[config.mk]
export PLATFORM = sky130hd
export DESIGN_NAME = cad_core
export DESIGN_NICKNAME = d
export VERILOG_FILES = /design/src/pkg/cad_pkg.sv /design/src/hw/cad_core.sv
export SDC_FILE = /design/constraint.sdc
export NUM_CORES = 1
export LEC_CHECK = 0
export BUFFER_PORTS_ARGS = -buffer_cell sky130_fd_sc_hd__buf_2
export CAP_MARGIN = 40
export CORE_MARGIN = 4
export CORE_UTILIZATION = 46
export DETAILED_ROUTE_END_ITERATION = 12
export GPL_TIMING_DRIVEN = 0
export PLACE_DENSITY = 0.76
export SLEW_MARGIN = 10
export SYNTH_ARGS = -nofsm -noshare
export SYNTH_HDL_FRONTEND = slang
export SYNTH_SLANG_ARGS = --single-unit
[constraint.sdc]
create_clock -name core_clk -period 4 [get_ports core_clk]
set_clock_uncertainty 0.1 [all_clocks]
set_input_delay 0.8 -clock core_clk [delete_from_list [all_inputs] [get_ports core_clk]]
set_output_delay 0.8 -clock core_clk [all_outputs]
set_load 0.02 [all_outputs]
[src/pkg/cad_pkg.sv]
// Package with operation classes, modes, conditions and address constants
package cad_pkg;
    localparam int ADDR_W = 16;
    localparam int DATA_W = 8;
    localparam logic [7:0] PAGE0_HIGH = 8'h00;
    localparam logic [15:0] PC_STEP_REL = 16'h0002;
    localparam logic [15:0] PC_STEP_BIT_BR = 16'h0003;
    localparam logic [15:0] PC_STEP_OTHER = 16'h0001;

    typedef enum logic [2:0] {
        CAD_MODE_INH, CAD_MODE_IMM, CAD_MODE_DIR, CAD_MODE_EXT,
        CAD_MODE_IDX0, CAD_MODE_IDX1, CAD_MODE_IDX2, CAD_MODE_REL
    } cad_mode_t;

    typedef enum logic [2:0] {
        CAD_CLS_REGMEM, CAD_CLS_RMW, CAD_CLS_BRANCH, CAD_CLS_BITBR,
        CAD_CLS_JUMP, CAD_CLS_BITMAN, CAD_CLS_CTRL
    } cad_class_t;

    // Read-modify-write operations
    typedef enum logic [3:0] {
        CAD_RMW_INC, CAD_RMW_DEC, CAD_RMW_CLR, CAD_RMW_COM, CAD_RMW_TWOS_COMP,
        CAD_RMW_ROT_LEFT, CAD_RMW_ROT_RIGHT, CAD_RMW_LOGIC_SHL, CAD_RMW_ARITH_SHL, CAD_RMW_LSR,
        CAD_RMW_ASR, CAD_RMW_TEST_NEG_ZERO
    } cad_rmw_t;

    // Register/memory operation subset relevant here
    typedef enum logic [1:0] {
        CAD_RM_LOAD_STORE_ALU, CAD_RM_PRODUCT
    } cad_rm_t;

    typedef enum logic [3:0] {
        CAD_BC_ALWAYS, CAD_BC_NEVER, CAD_BC_CARRY_CLR, CAD_BC_CARRY_SET,
        CAD_BC_NE, CAD_BC_EQ, CAD_BC_HC_CLR, CAD_BC_HC_SET, CAD_BC_HI,
        CAD_BC_LS, CAD_BC_PLUS, CAD_BC_MINUS, CAD_BC_MASK_CLR,
        CAD_BC_MASK_SET, CAD_BC_IRQ_LOW, CAD_BC_IRQ_HIGH
    } cad_cond_t;
endpackage

[src/hw/cad_core.sv]
// Address generation, branch resolution and operand execution for the CPU
`timescale 1ns/1ps
module cad_core (
    input wire logic core_clk,
    input wire logic rst,
    input wire logic issue,
    input wire cad_pkg::cad_class_t op_class,
    input wire cad_pkg::cad_mode_t op_mode,
    input wire cad_pkg::cad_rmw_t rmw_op,
    input wire cad_pkg::cad_rm_t rm_op,
    input wire cad_pkg::cad_cond_t branch_cond,
    input wire logic branch_to_subroutine,
    input wire logic bit_test_value,
    input wire logic [7:0] byte1,
    input wire logic [7:0] byte2,
    input wire logic [15:0] pc,
    input wire logic [7:0] acc,
    input wire logic [7:0] index_reg,
    input wire logic [7:0] mem_rdata,
    input wire logic flag_c,
    input wire logic flag_z,
    input wire logic flag_n,
    input wire logic flag_h,
    input wire logic flag_i,
    input wire logic irq_pin,
    output logic [15:0] ea_reg,
    output logic [15:0] next_pc_reg,
    output logic taken_reg,
    output logic sub_call_reg,
    output logic illegal_reg,
    output logic wb_en_reg,
    output logic [7:0] wb_data_reg,
    output logic carry_out_reg,
    output logic [15:0] product_reg,
    output logic product_valid_reg,
    output logic done_reg
);
    import cad_pkg::*;

    logic irq_meta_reg;
    logic irq_sync_reg;
    logic [15:0] ea_next;
    logic [15:0] seq_pc;
    logic [15:0] rel_target;
    logic [15:0] wide_off;
    logic is_branch;
    logic cond_true;
    logic mode_ok;
    logic [7:0] rmw_src;
    logic [7:0] rmw_res;
    logic rmw_carry;
    logic [15:0] bit_dir_ea;

    // Effective address forms
    assign wide_off = {byte1, byte2};
    assign bit_dir_ea = (op_class == CAD_CLS_BITBR) ? {PAGE0_HIGH, byte1} : 16'h0000;
    always_comb begin
        case (op_mode)
            CAD_MODE_DIR: ea_next = {PAGE0_HIGH, byte1};
            CAD_MODE_EXT: ea_next = {byte1, byte2};
            CAD_MODE_IDX0: ea_next = {PAGE0_HIGH, index_reg};
            CAD_MODE_IDX1: ea_next = {7'h00, {1'b0, index_reg} + {1'b0, byte1}};
            CAD_MODE_IDX2: ea_next = wide_off + {8'h00, index_reg};
            CAD_MODE_REL: ea_next = bit_dir_ea;
            default: ea_next = 16'h0000;
        endcase
    end

    // Branch resolution
    assign is_branch = (op_class == CAD_CLS_BRANCH) || (op_class == CAD_CLS_BITBR);
    assign seq_pc = (op_class == CAD_CLS_BITBR) ? pc + PC_STEP_BIT_BR : pc + PC_STEP_REL;
    assign rel_target = seq_pc + {{8{(op_class == CAD_CLS_BITBR) ? byte2[7] : byte1[7]}},
                                  (op_class == CAD_CLS_BITBR) ? byte2 : byte1};

    always_comb begin
        if (op_class == CAD_CLS_BITBR) begin
            cond_true = bit_test_value;
        end else if (branch_to_subroutine) begin
            cond_true = 1'b1;
        end else begin
            case (branch_cond)
                CAD_BC_ALWAYS: cond_true = 1'b1;
                CAD_BC_NEVER: cond_true = 1'b0;
                CAD_BC_CARRY_CLR: cond_true = !flag_c;
                CAD_BC_CARRY_SET: cond_true = flag_c;
                CAD_BC_NE: cond_true = !flag_z;
                CAD_BC_EQ: cond_true = flag_z;
                CAD_BC_HC_CLR: cond_true = !flag_h;
                CAD_BC_HC_SET: cond_true = flag_h;
                CAD_BC_HI: cond_true = !(flag_c || flag_z);
                CAD_BC_LS: cond_true = flag_c || flag_z;
                CAD_BC_PLUS: cond_true = !flag_n;
                CAD_BC_MINUS: cond_true = flag_n;
                CAD_BC_MASK_CLR: cond_true = !flag_i;
                CAD_BC_MASK_SET: cond_true = flag_i;
                CAD_BC_IRQ_LOW: cond_true = !irq_sync_reg;
                CAD_BC_IRQ_HIGH: cond_true = irq_sync_reg;
                default: cond_true = 1'b0;
            endcase
        end
    end

    // Legal mode per class
    always_comb begin
        case (op_class)
            CAD_CLS_BRANCH: mode_ok = (op_mode == CAD_MODE_REL);
            CAD_CLS_BITBR: mode_ok = (op_mode == CAD_MODE_REL);
            CAD_CLS_REGMEM: begin
                if (rm_op == CAD_RM_PRODUCT) begin
                    mode_ok = (op_mode == CAD_MODE_INH);
                end else begin
                    mode_ok = (op_mode != CAD_MODE_REL) && (op_mode != CAD_MODE_INH);
                end
            end
            CAD_CLS_RMW: begin
                mode_ok = (op_mode == CAD_MODE_INH) || (op_mode == CAD_MODE_DIR) ||
                          (op_mode == CAD_MODE_IDX0) || (op_mode == CAD_MODE_IDX1);
            end
            CAD_CLS_JUMP: mode_ok = (op_mode == CAD_MODE_DIR) || (op_mode == CAD_MODE_EXT) ||
                                    (op_mode == CAD_MODE_IDX0) || (op_mode == CAD_MODE_IDX1) ||
                                    (op_mode == CAD_MODE_IDX2);
            CAD_CLS_BITMAN: mode_ok = (op_mode == CAD_MODE_DIR);
            CAD_CLS_CTRL: mode_ok = (op_mode == CAD_MODE_INH);
            default: mode_ok = 1'b0;
        endcase
    end

    // Read-modify-write datapath; inherent form works on the accumulator
    assign rmw_src = (op_mode == CAD_MODE_INH) ? acc : mem_rdata;
    always_comb begin
        rmw_carry = flag_c;
        case (rmw_op)
            CAD_RMW_INC: rmw_res = rmw_src + 8'h01;
            CAD_RMW_DEC: rmw_res = rmw_src - 8'h01;
            CAD_RMW_CLR: rmw_res = 8'h00;
            CAD_RMW_COM: rmw_res = ~rmw_src;
            CAD_RMW_TWOS_COMP: begin
                rmw_res = 8'h00 - rmw_src;
                rmw_carry = (rmw_src != 8'h00);
            end
            CAD_RMW_ROT_LEFT: begin
                rmw_res = {rmw_src[6:0], flag_c};
                rmw_carry = rmw_src[7];
            end
            CAD_RMW_ROT_RIGHT: begin
                rmw_res = {flag_c, rmw_src[7:1]};
                rmw_carry = rmw_src[0];
            end
            CAD_RMW_LOGIC_SHL, CAD_RMW_ARITH_SHL: begin
                rmw_res = {rmw_src[6:0], 1'b0};
                rmw_carry = rmw_src[7];
            end
            CAD_RMW_LSR: begin
                rmw_res = {1'b0, rmw_src[7:1]};
                rmw_carry = rmw_src[0];
            end
            CAD_RMW_ASR: begin
                rmw_res = {rmw_src[7], rmw_src[7:1]};
                rmw_carry = rmw_src[0];
            end
            CAD_RMW_TEST_NEG_ZERO: rmw_res = rmw_src;
            default: rmw_res = rmw_src;
        endcase
    end

    always_ff @(posedge core_clk or posedge rst) begin
        if (rst) begin
            irq_meta_reg <= 1'b0;
            irq_sync_reg <= 1'b0;
        end else begin
            irq_meta_reg <= irq_pin;
            irq_sync_reg <= irq_meta_reg;
        end
    end

    always_ff @(posedge core_clk or posedge rst) begin
        if (rst) begin
            ea_reg <= 16'h0000;
            next_pc_reg <= 16'h0000;
            taken_reg <= 1'b0;
            sub_call_reg <= 1'b0;
            illegal_reg <= 1'b0;
            wb_en_reg <= 1'b0;
            wb_data_reg <= 8'h00;
            carry_out_reg <= 1'b0;
            product_reg <= 16'h0000;
            product_valid_reg <= 1'b0;
            done_reg <= 1'b0;
        end else begin
            done_reg <= issue;
            wb_en_reg <= 1'b0;
            taken_reg <= 1'b0;
            sub_call_reg <= 1'b0;
            product_valid_reg <= 1'b0;
            illegal_reg <= 1'b0;
            if (issue) begin
                illegal_reg <= !mode_ok;
                ea_reg <= ea_next;
                next_pc_reg <= is_branch ? seq_pc : pc + PC_STEP_OTHER;
                carry_out_reg <= flag_c;
                if (mode_ok && is_branch) begin
                    taken_reg <= cond_true;
                    sub_call_reg <= branch_to_subroutine && (op_class == CAD_CLS_BRANCH);
                    next_pc_reg <= cond_true ? rel_target : seq_pc;
                    if (op_class == CAD_CLS_BITBR) begin
                        carry_out_reg <= bit_test_value;
                    end
                end
                if (mode_ok && op_class == CAD_CLS_RMW) begin
                    wb_en_reg <= (rmw_op != CAD_RMW_TEST_NEG_ZERO);
                    wb_data_reg <= rmw_res;
                    carry_out_reg <= rmw_carry;
                end
                if (mode_ok && op_class == CAD_CLS_REGMEM && rm_op == CAD_RM_PRODUCT) begin
                    product_reg <= {8'h00, index_reg} * {8'h00, acc};
                    product_valid_reg <= 1'b1;
                end
            end
        end
    end

    AST_TEST_NO_WB: assert property (@(posedge core_clk) disable iff (rst)
        issue && op_class == CAD_CLS_RMW && rmw_op == CAD_RMW_TEST_NEG_ZERO |=> !wb_en_reg)
        else $error("test op wrote back");
    AST_RMW_MODE: assert property (@(posedge core_clk) disable iff (rst)
        issue && op_class == CAD_CLS_RMW && (op_mode == CAD_MODE_EXT || op_mode == CAD_MODE_IDX2)
        |=> illegal_reg && !wb_en_reg)
        else $error("rmw accepted wide mode");
    AST_REL_ONLY_BRANCH: assert property (@(posedge core_clk) disable iff (rst)
        issue && op_mode == CAD_MODE_REL && !is_branch |=> illegal_reg)
        else $error("relative mode accepted outside branch");
    AST_NOT_TAKEN: assert property (@(posedge core_clk) disable iff (rst)
        issue && op_class == CAD_CLS_BRANCH && op_mode == CAD_MODE_REL &&
        !branch_to_subroutine && branch_cond == CAD_BC_NEVER
        |=> !taken_reg && next_pc_reg == $past(pc) + 16'h0002)
        else $error("untaken branch went elsewhere");
    AST_TAKEN_TARGET: assert property (@(posedge core_clk) disable iff (rst)
        issue && op_class == CAD_CLS_BRANCH && op_mode == CAD_MODE_REL &&
        branch_cond == CAD_BC_ALWAYS
        |=> taken_reg &&
        next_pc_reg == $past(pc) + 16'h0002 + {{8{$past(byte1[7])}}, $past(byte1)})
        else $error("taken branch target wrong");
    AST_IDX0_ADDR: assert property (@(posedge core_clk) disable iff (rst)
        issue && op_mode == CAD_MODE_IDX0 |=> ea_reg == {8'h00, $past(index_reg)})
        else $error("indexed plain address wrong");
    AST_IDX1_ADDR: assert property (@(posedge core_clk) disable iff (rst)
        issue && op_mode == CAD_MODE_IDX1
        |=> ea_reg == {8'h00, $past(index_reg)} + {8'h00, $past(byte1)})
        else $error("indexed byte offset address wrong");
    AST_DIR_ADDR: assert property (@(posedge core_clk) disable iff (rst)
        issue && op_mode == CAD_MODE_DIR
        |=> ea_reg[15:8] == 8'h00 && ea_reg[7:0] == $past(byte1))
        else $error("direct address wrong");
    AST_BITBR_ADDR: assert property (@(posedge core_clk) disable iff (rst)
        issue && op_class == CAD_CLS_BITBR && op_mode == CAD_MODE_REL
        |=> ea_reg == {8'h00, $past(byte1)})
        else $error("bit test address wrong");
    AST_PRODUCT: assert property (@(posedge core_clk) disable iff (rst)
        issue && op_class == CAD_CLS_REGMEM && rm_op == CAD_RM_PRODUCT && op_mode == CAD_MODE_INH
        |=> product_valid_reg && product_reg == $past(index_reg) * $past(acc))
        else $error("product wrong");
    AST_SHIFT_SAME: assert property (@(posedge core_clk) disable iff (rst)
        issue && op_class == CAD_CLS_RMW && op_mode == CAD_MODE_INH &&
        (rmw_op == CAD_RMW_ARITH_SHL || rmw_op == CAD_RMW_LOGIC_SHL)
        |=> wb_data_reg == {$past(acc[6:0]), 1'b0} && carry_out_reg == $past(acc[7]))
        else $error("shift left wrong");
endmodule // cad_core

Word level (Yosys, flattened, before mapping) --
Index checks and enable logic that the tools add are counted.
Operators by class: add/sub/neg operators 9, multipliers 1, equality and inequality tests 40, mux-type cells 28, bitwise gates (word level) 1, reduce and logical (&&, ||, !) cells 35
Operator list (number):
- 16-bit case mux with 6 select lines | 1
- 8-bit case mux with 10 select lines | 1
- 16-bit 2-to-1 mux | 4
- 4-bit equality test (second input constant) | 11
- 16-bit by 2-bit adder with 16-bit output (second input constant) | 2
- 4-bit by 3-bit equality test with 1-bit output (second input constant) | 8
- 8-bit 2-to-1 mux | 3
- 3-bit equality test (second input constant) | 7
- 16-bit by 1-bit adder with 16-bit output (second input constant) | 1
- 16-bit adder | 1
- 16-bit by 8-bit adder with 16-bit output | 1
- 4-bit by 2-bit equality test with 1-bit output (second input constant) | 4
- 8-bit by 8-bit multiplier with 16-bit output | 1
- 1-bit 2-to-1 mux | 16
- 1-bit case mux with 16 select lines | 1
- 3-bit by 2-bit equality test with 1-bit output (second input constant) | 4
- 8-bit by 8-bit adder with 9-bit output | 1
- 1-bit logical OR | 9
- 8-bit by 1-bit adder with 8-bit output (second input constant) | 1
- 4-bit by 1-bit equality test with 1-bit output (second input constant) | 2
- 1-bit zero test | 8
- 4-bit zero test | 2
- 8-bit NOT | 1
- 8-bit nonzero test | 1
- 14 further kinds | 23
Storage, ports and cells: register bits 65, output and inout bits 63, logic and storage cells 127

Logic depth before layout (Yosys ltp) --
word-level depth 10, gate-level depth with buffers 18

Least setup slack after synthesis --
Ideal clock, no wire load.
kind in2reg, start input port acc[3], end register product_reg[14], arrival time 4.607 ns, slack -0.836 ns, stages on the path 16, buffers on the path 1, path through clkbuf_1 and2_1 fa_1 fa_1 inv_1 fa_1 fa_1 inv_1 ha_1 and2_1 a31oi_1 a22oi_1 a211oi_1 o2bb2ai_1 xor2_1 o21ai_0
Between the ends: longest elaborated chain between the ends 1
RTL lines:
- start, declared | RTL line cad_core.sv:17 | input wire logic [7:0] acc,
- 8-bit by 8-bit multiplier with 16-bit output | RTL line cad_core.sv:215 | product_reg <= {8'h00, index_reg} * {8'h00, acc};
- end signal, assigned | RTL line cad_core.sv:215
- end, declared | RTL line cad_core.sv:34 | output logic [15:0] product_reg,
Every way passes these cells. A chain may end at the register's enable or synchronous reset.

Worst setup path in the final report --
start input port acc[2], end register product_reg[14]
The elaborated chain is that of the path after synthesis.

==> impl_metrics.csv <==
group,metric,value,unit
sta,fin_ws,-0.345,ns
status,status,"complete, but fails checks",
worst_setup_path,crit_top_cell,"fa_1",
logic_synthesis,syn_area,8570,um2
logic_synthesis,async_flop_share,100,%
sta,finalMaxSlewViolations,0,
min_path,hold_path.class,"reg -> reg",
power_and_ir_drop,powerDensity,357,nW/um2
worst_setup_path,critPathBufInv,4,
floorplan,start_util,47.2,%
detailed_routing,drt_first_pass_iters,6,
global_route,grt_pass1_wl,43.2,mm
cts,cts-buffers-inserted,9,
layout,drive_gt1_share,21.4,%
logic_synthesis,synth_area_leaders,"dfrtp_1, ha_1, fa_1, nand2_1, xnor2_1",
cts,clock_path_buffers,2,
logic_synthesis,synth_flop_cell,"dfrtp_1",
detailed_routing,final_antenna_net_count,0,
worst_setup_path,cp_slowest_stage_delay,0.52,ns
placed_design,dp.final_hpwl,20.5,mm
logic_synthesis,synth_top_area_share,19.0,%
logic_synthesis,avgSynthCellArea,8.06,um2
layout,syn_to_final_growth,21.3,%
sta,fin_crit,4.35,ns
logic_synthesis,synth_seq_cells,65,
detailed_routing,wl_per_cell,18.5,um
layout,fill_cells,1712,
worst_setup_path,cp-start-kind,"input port",
detailed_routing,drc_errors,0,
cts,h-tree-depth,3,
sta,max_freq,230,MHz
detailed_routing,vias,8725,
logic_synthesis,synthesis.nets,1264,
power_and_ir_drop,p_leak,0.00485,uW
floorplan,die_area,20900,um2
placed_design,io_buffers,136,
logic_synthesis,synthDistinctLibCells,80,
logic_synthesis,seq_area_frac_synth,19.0,%
sta,hold_ws,0.250,ns
detailed_routing,wl,27.1,mm
sta,hold_viol_final,0,
sta,finalCritPeriodShare,109,%
power_and_ir_drop,ir_worst_vdd,257,uV
sta,tns,-1.97,ns
global_route,antenna_found_initial,2,
sta,rsz0062_at_grt,"yes",
floorplan,rows,49,
sta,slew_headroom,50.4,%
floorplan,num_io_pins,146,
layout,final_net_count,1425,
job,cap_violations,0,
sta,worst-slew-pin-transition,0.725,ns
worst_setup_path,critPathSlowestCell,"fa_1",
placed_design,gp_congestion,0.974,
worst_setup_path,crit_required,4.12,ns
cts,numClockSinks,65,
worst_setup_path,cp.arrival,4.47,ns
layout,fin_util,57.3,%
cts,path_clk_slew,0.06,ns
global_route,grt_max_degree,46,
logic_synthesis,ys_warn_count,0,
logic_synthesis,synth_edf_count,0,
floorplan,design.core.area,18100,um2
logic_synthesis,synth_cells,1063,
floorplan,die_h,144,um
worst_setup_path,path_cells,"buf_8 > buf_8 > and2_4 > fa_2 > fa_1 > inv_1 > fa_1 > fa_1 > inv_2 > ha_4 > and2_4 > a31oi_4 > a22oi_2 > a211oi_2 > o2bb2ai_2 > xor2_1 > o21ai_1",
detailed_routing,viasPerCell,5.98,
status,violations,"setup timing",
worst_setup_path,critical_path_class,"in -> reg",
cts,cts_tree,"done",
cts,cts_hold_buffers,0,
cts,clock_latency,0.34,ns
sta,setup_viol,8,
worst_setup_path,cp_top_family,"adder cells",
worst_setup_path,cp-end-kind,"flop",
worst_setup_path,path_max_fanout,5,
floorplan,fp.dieW,144,um
global_route,grt_overflow,0,
global_route,grt_pass1_vias,8519,
detailed_routing,first_iter_violations,670,
placed_design,place_ws,-0.919,ns
cts,cts_root_buffer,"clkbuf_16",
global_route,track_usage,25.9,%
logic_synthesis,synth_area_leader_cell,"dfrtp_1",
[report_power, final]
group | leakage [uW] | switching [uW] | total, uW | internal (uW)
clock | 0.000146 | 329 | 874 | 545
combinational | 0.00389 | 1140 | 2020 | 874
sequential | 0.000810 | 56.9 | 818 | 761
[cells by family (layout without fill, tap and decap cells)]
| group | after synthesis | in the layout | synth area share (%) |
|---|---|---|---|
| simple gates | 365 | 365 | 21.2 |
| compound gates | 293 | 293 | 22.8 |
| buf+inv | 128 | 294 | 5.97 |
| fa+ha+maj | 118 | 118 | 20.7 |
| xor+xnor | 69 | 69 | 7.05 |
| flops | 65 | 65 | 19.0 |
| mux | 25 | 25 | 3.23 |
| other cells | 0 | 1 | 0 |
[cell usage after synthesis, types with 8 or more instances]
| cell | number |
|---|---|
| and3_1 | 13 |
| mux2_2 | 11 |
| nor3_1 | 24 |
| xnor2_1 | 47 |
| nor2_1 | 78 |
| xor2_1 | 22 |
| nand2_1 | 111 |
| nand2b_1 | 8 |
| nand3_1 | 19 |
| fa_1 | 40 |
| a31oi_1 | 18 |
| dfrtp_1 | 65 |
| and2_1 | 62 |
| ha_1 | 78 |
| a21o_1 | 13 |
| a21oi_1 | 60 |
| o22ai_1 | 10 |
| inv_1 | 83 |
| clkbuf_1 | 30 |
| buf_2 | 10 |
| o211ai_1 | 16 |
| o21ai_0 | 70 |
| o21a_1 | 11 |
| nor2b_1 | 12 |
| a211oi_1 | 11 |
| mux2i_1 | 13 |
[area by class of cell]
class	count	area (um2)	share of cell area [%]
timing repair buffer	151	905	8.70
antenna	1	2.50	0.0241
multi-input combinational	870	6700	64.4
inverter	84	318	3.06
sequential	65	1630	15.6
buffer	43	250	2.41
clock inverter	5	80.1	0.770
clock buffer	11	233	2.24
tap	229	287	2.76
[final timing paths]
check,start,end,slack [ns],depth (start not counted)
hold reg to reg,irq_meta_reg,irq_sync_reg,0.25,0
hold / removal,irq_meta_reg,irq_sync_reg,0.25,0
setup / recovery,acc[2],product_reg[14],-0.35,17
max in group asynchronous,rst,next_pc_reg[15],2.93,3
setup reg to reg,irq_sync_reg,next_pc_reg[5],1.76,8
min in group asynchronous,rst,ea_reg[0],0.32,2
[metal layers]
layer / global-route usage, % / vias up / part of all wire, %
li1: - / 4101 / -
met1: 35.1 / 4184 / 43
met2: 41.0 / 374 / 46
met3: 4.50 / 64 / 7.8
met4: 10.8 / 2 / 3.2
met5: 0 / - / 0.048
[through the flow]
stage / power, uW / area [um2] / cells
CTS: 3650 / 10200 / 1452
global route: 3990 / 10400 / 1459
detailed placement: 2660 / 9740 / 1429
global placement: 2620 / 9710 / 1428
finish: 3710 / 10400 / 1459
floorplan: 2170 / 8740 / 1063
[what timing repair did]
item,4_1_cts,5_1_grt
pin swaps,26,20
resized for setup,35,35
buffers inserted,7,6
gates cloned,1,0
hold endpoints to repair,0,0
setup endpoints to repair,10,14
[cell usage in the layout, fill, tap and decap left out, types with 7 or more instances in the layout]
cell       count
o21a_1        11
mux2i_1       10
ha_1          72
xnor2_1       46
fa_1          35
and2_1        53
a211oi_1       9
and2_4        11
nor3b_1        7
nor2b_1       11
nor3_1        22
o21ai_0       60
buf_2        137
clkbuf_16     10
nand2b_1       8
xor2_1        21
a21oi_1       57
nand3_1       18
inv_1         78
nand2_1      109
mux2_2        10
and3_1        13
clkbuf_1      26
a21o_1        13
buf_4         14
o22ai_1       10
o211ai_1      16
o21ai_1       13
a31oi_1       17
dfrtp_1       65
nor2_1        77
buf_6         11
(Power assumes the default switching activity.)
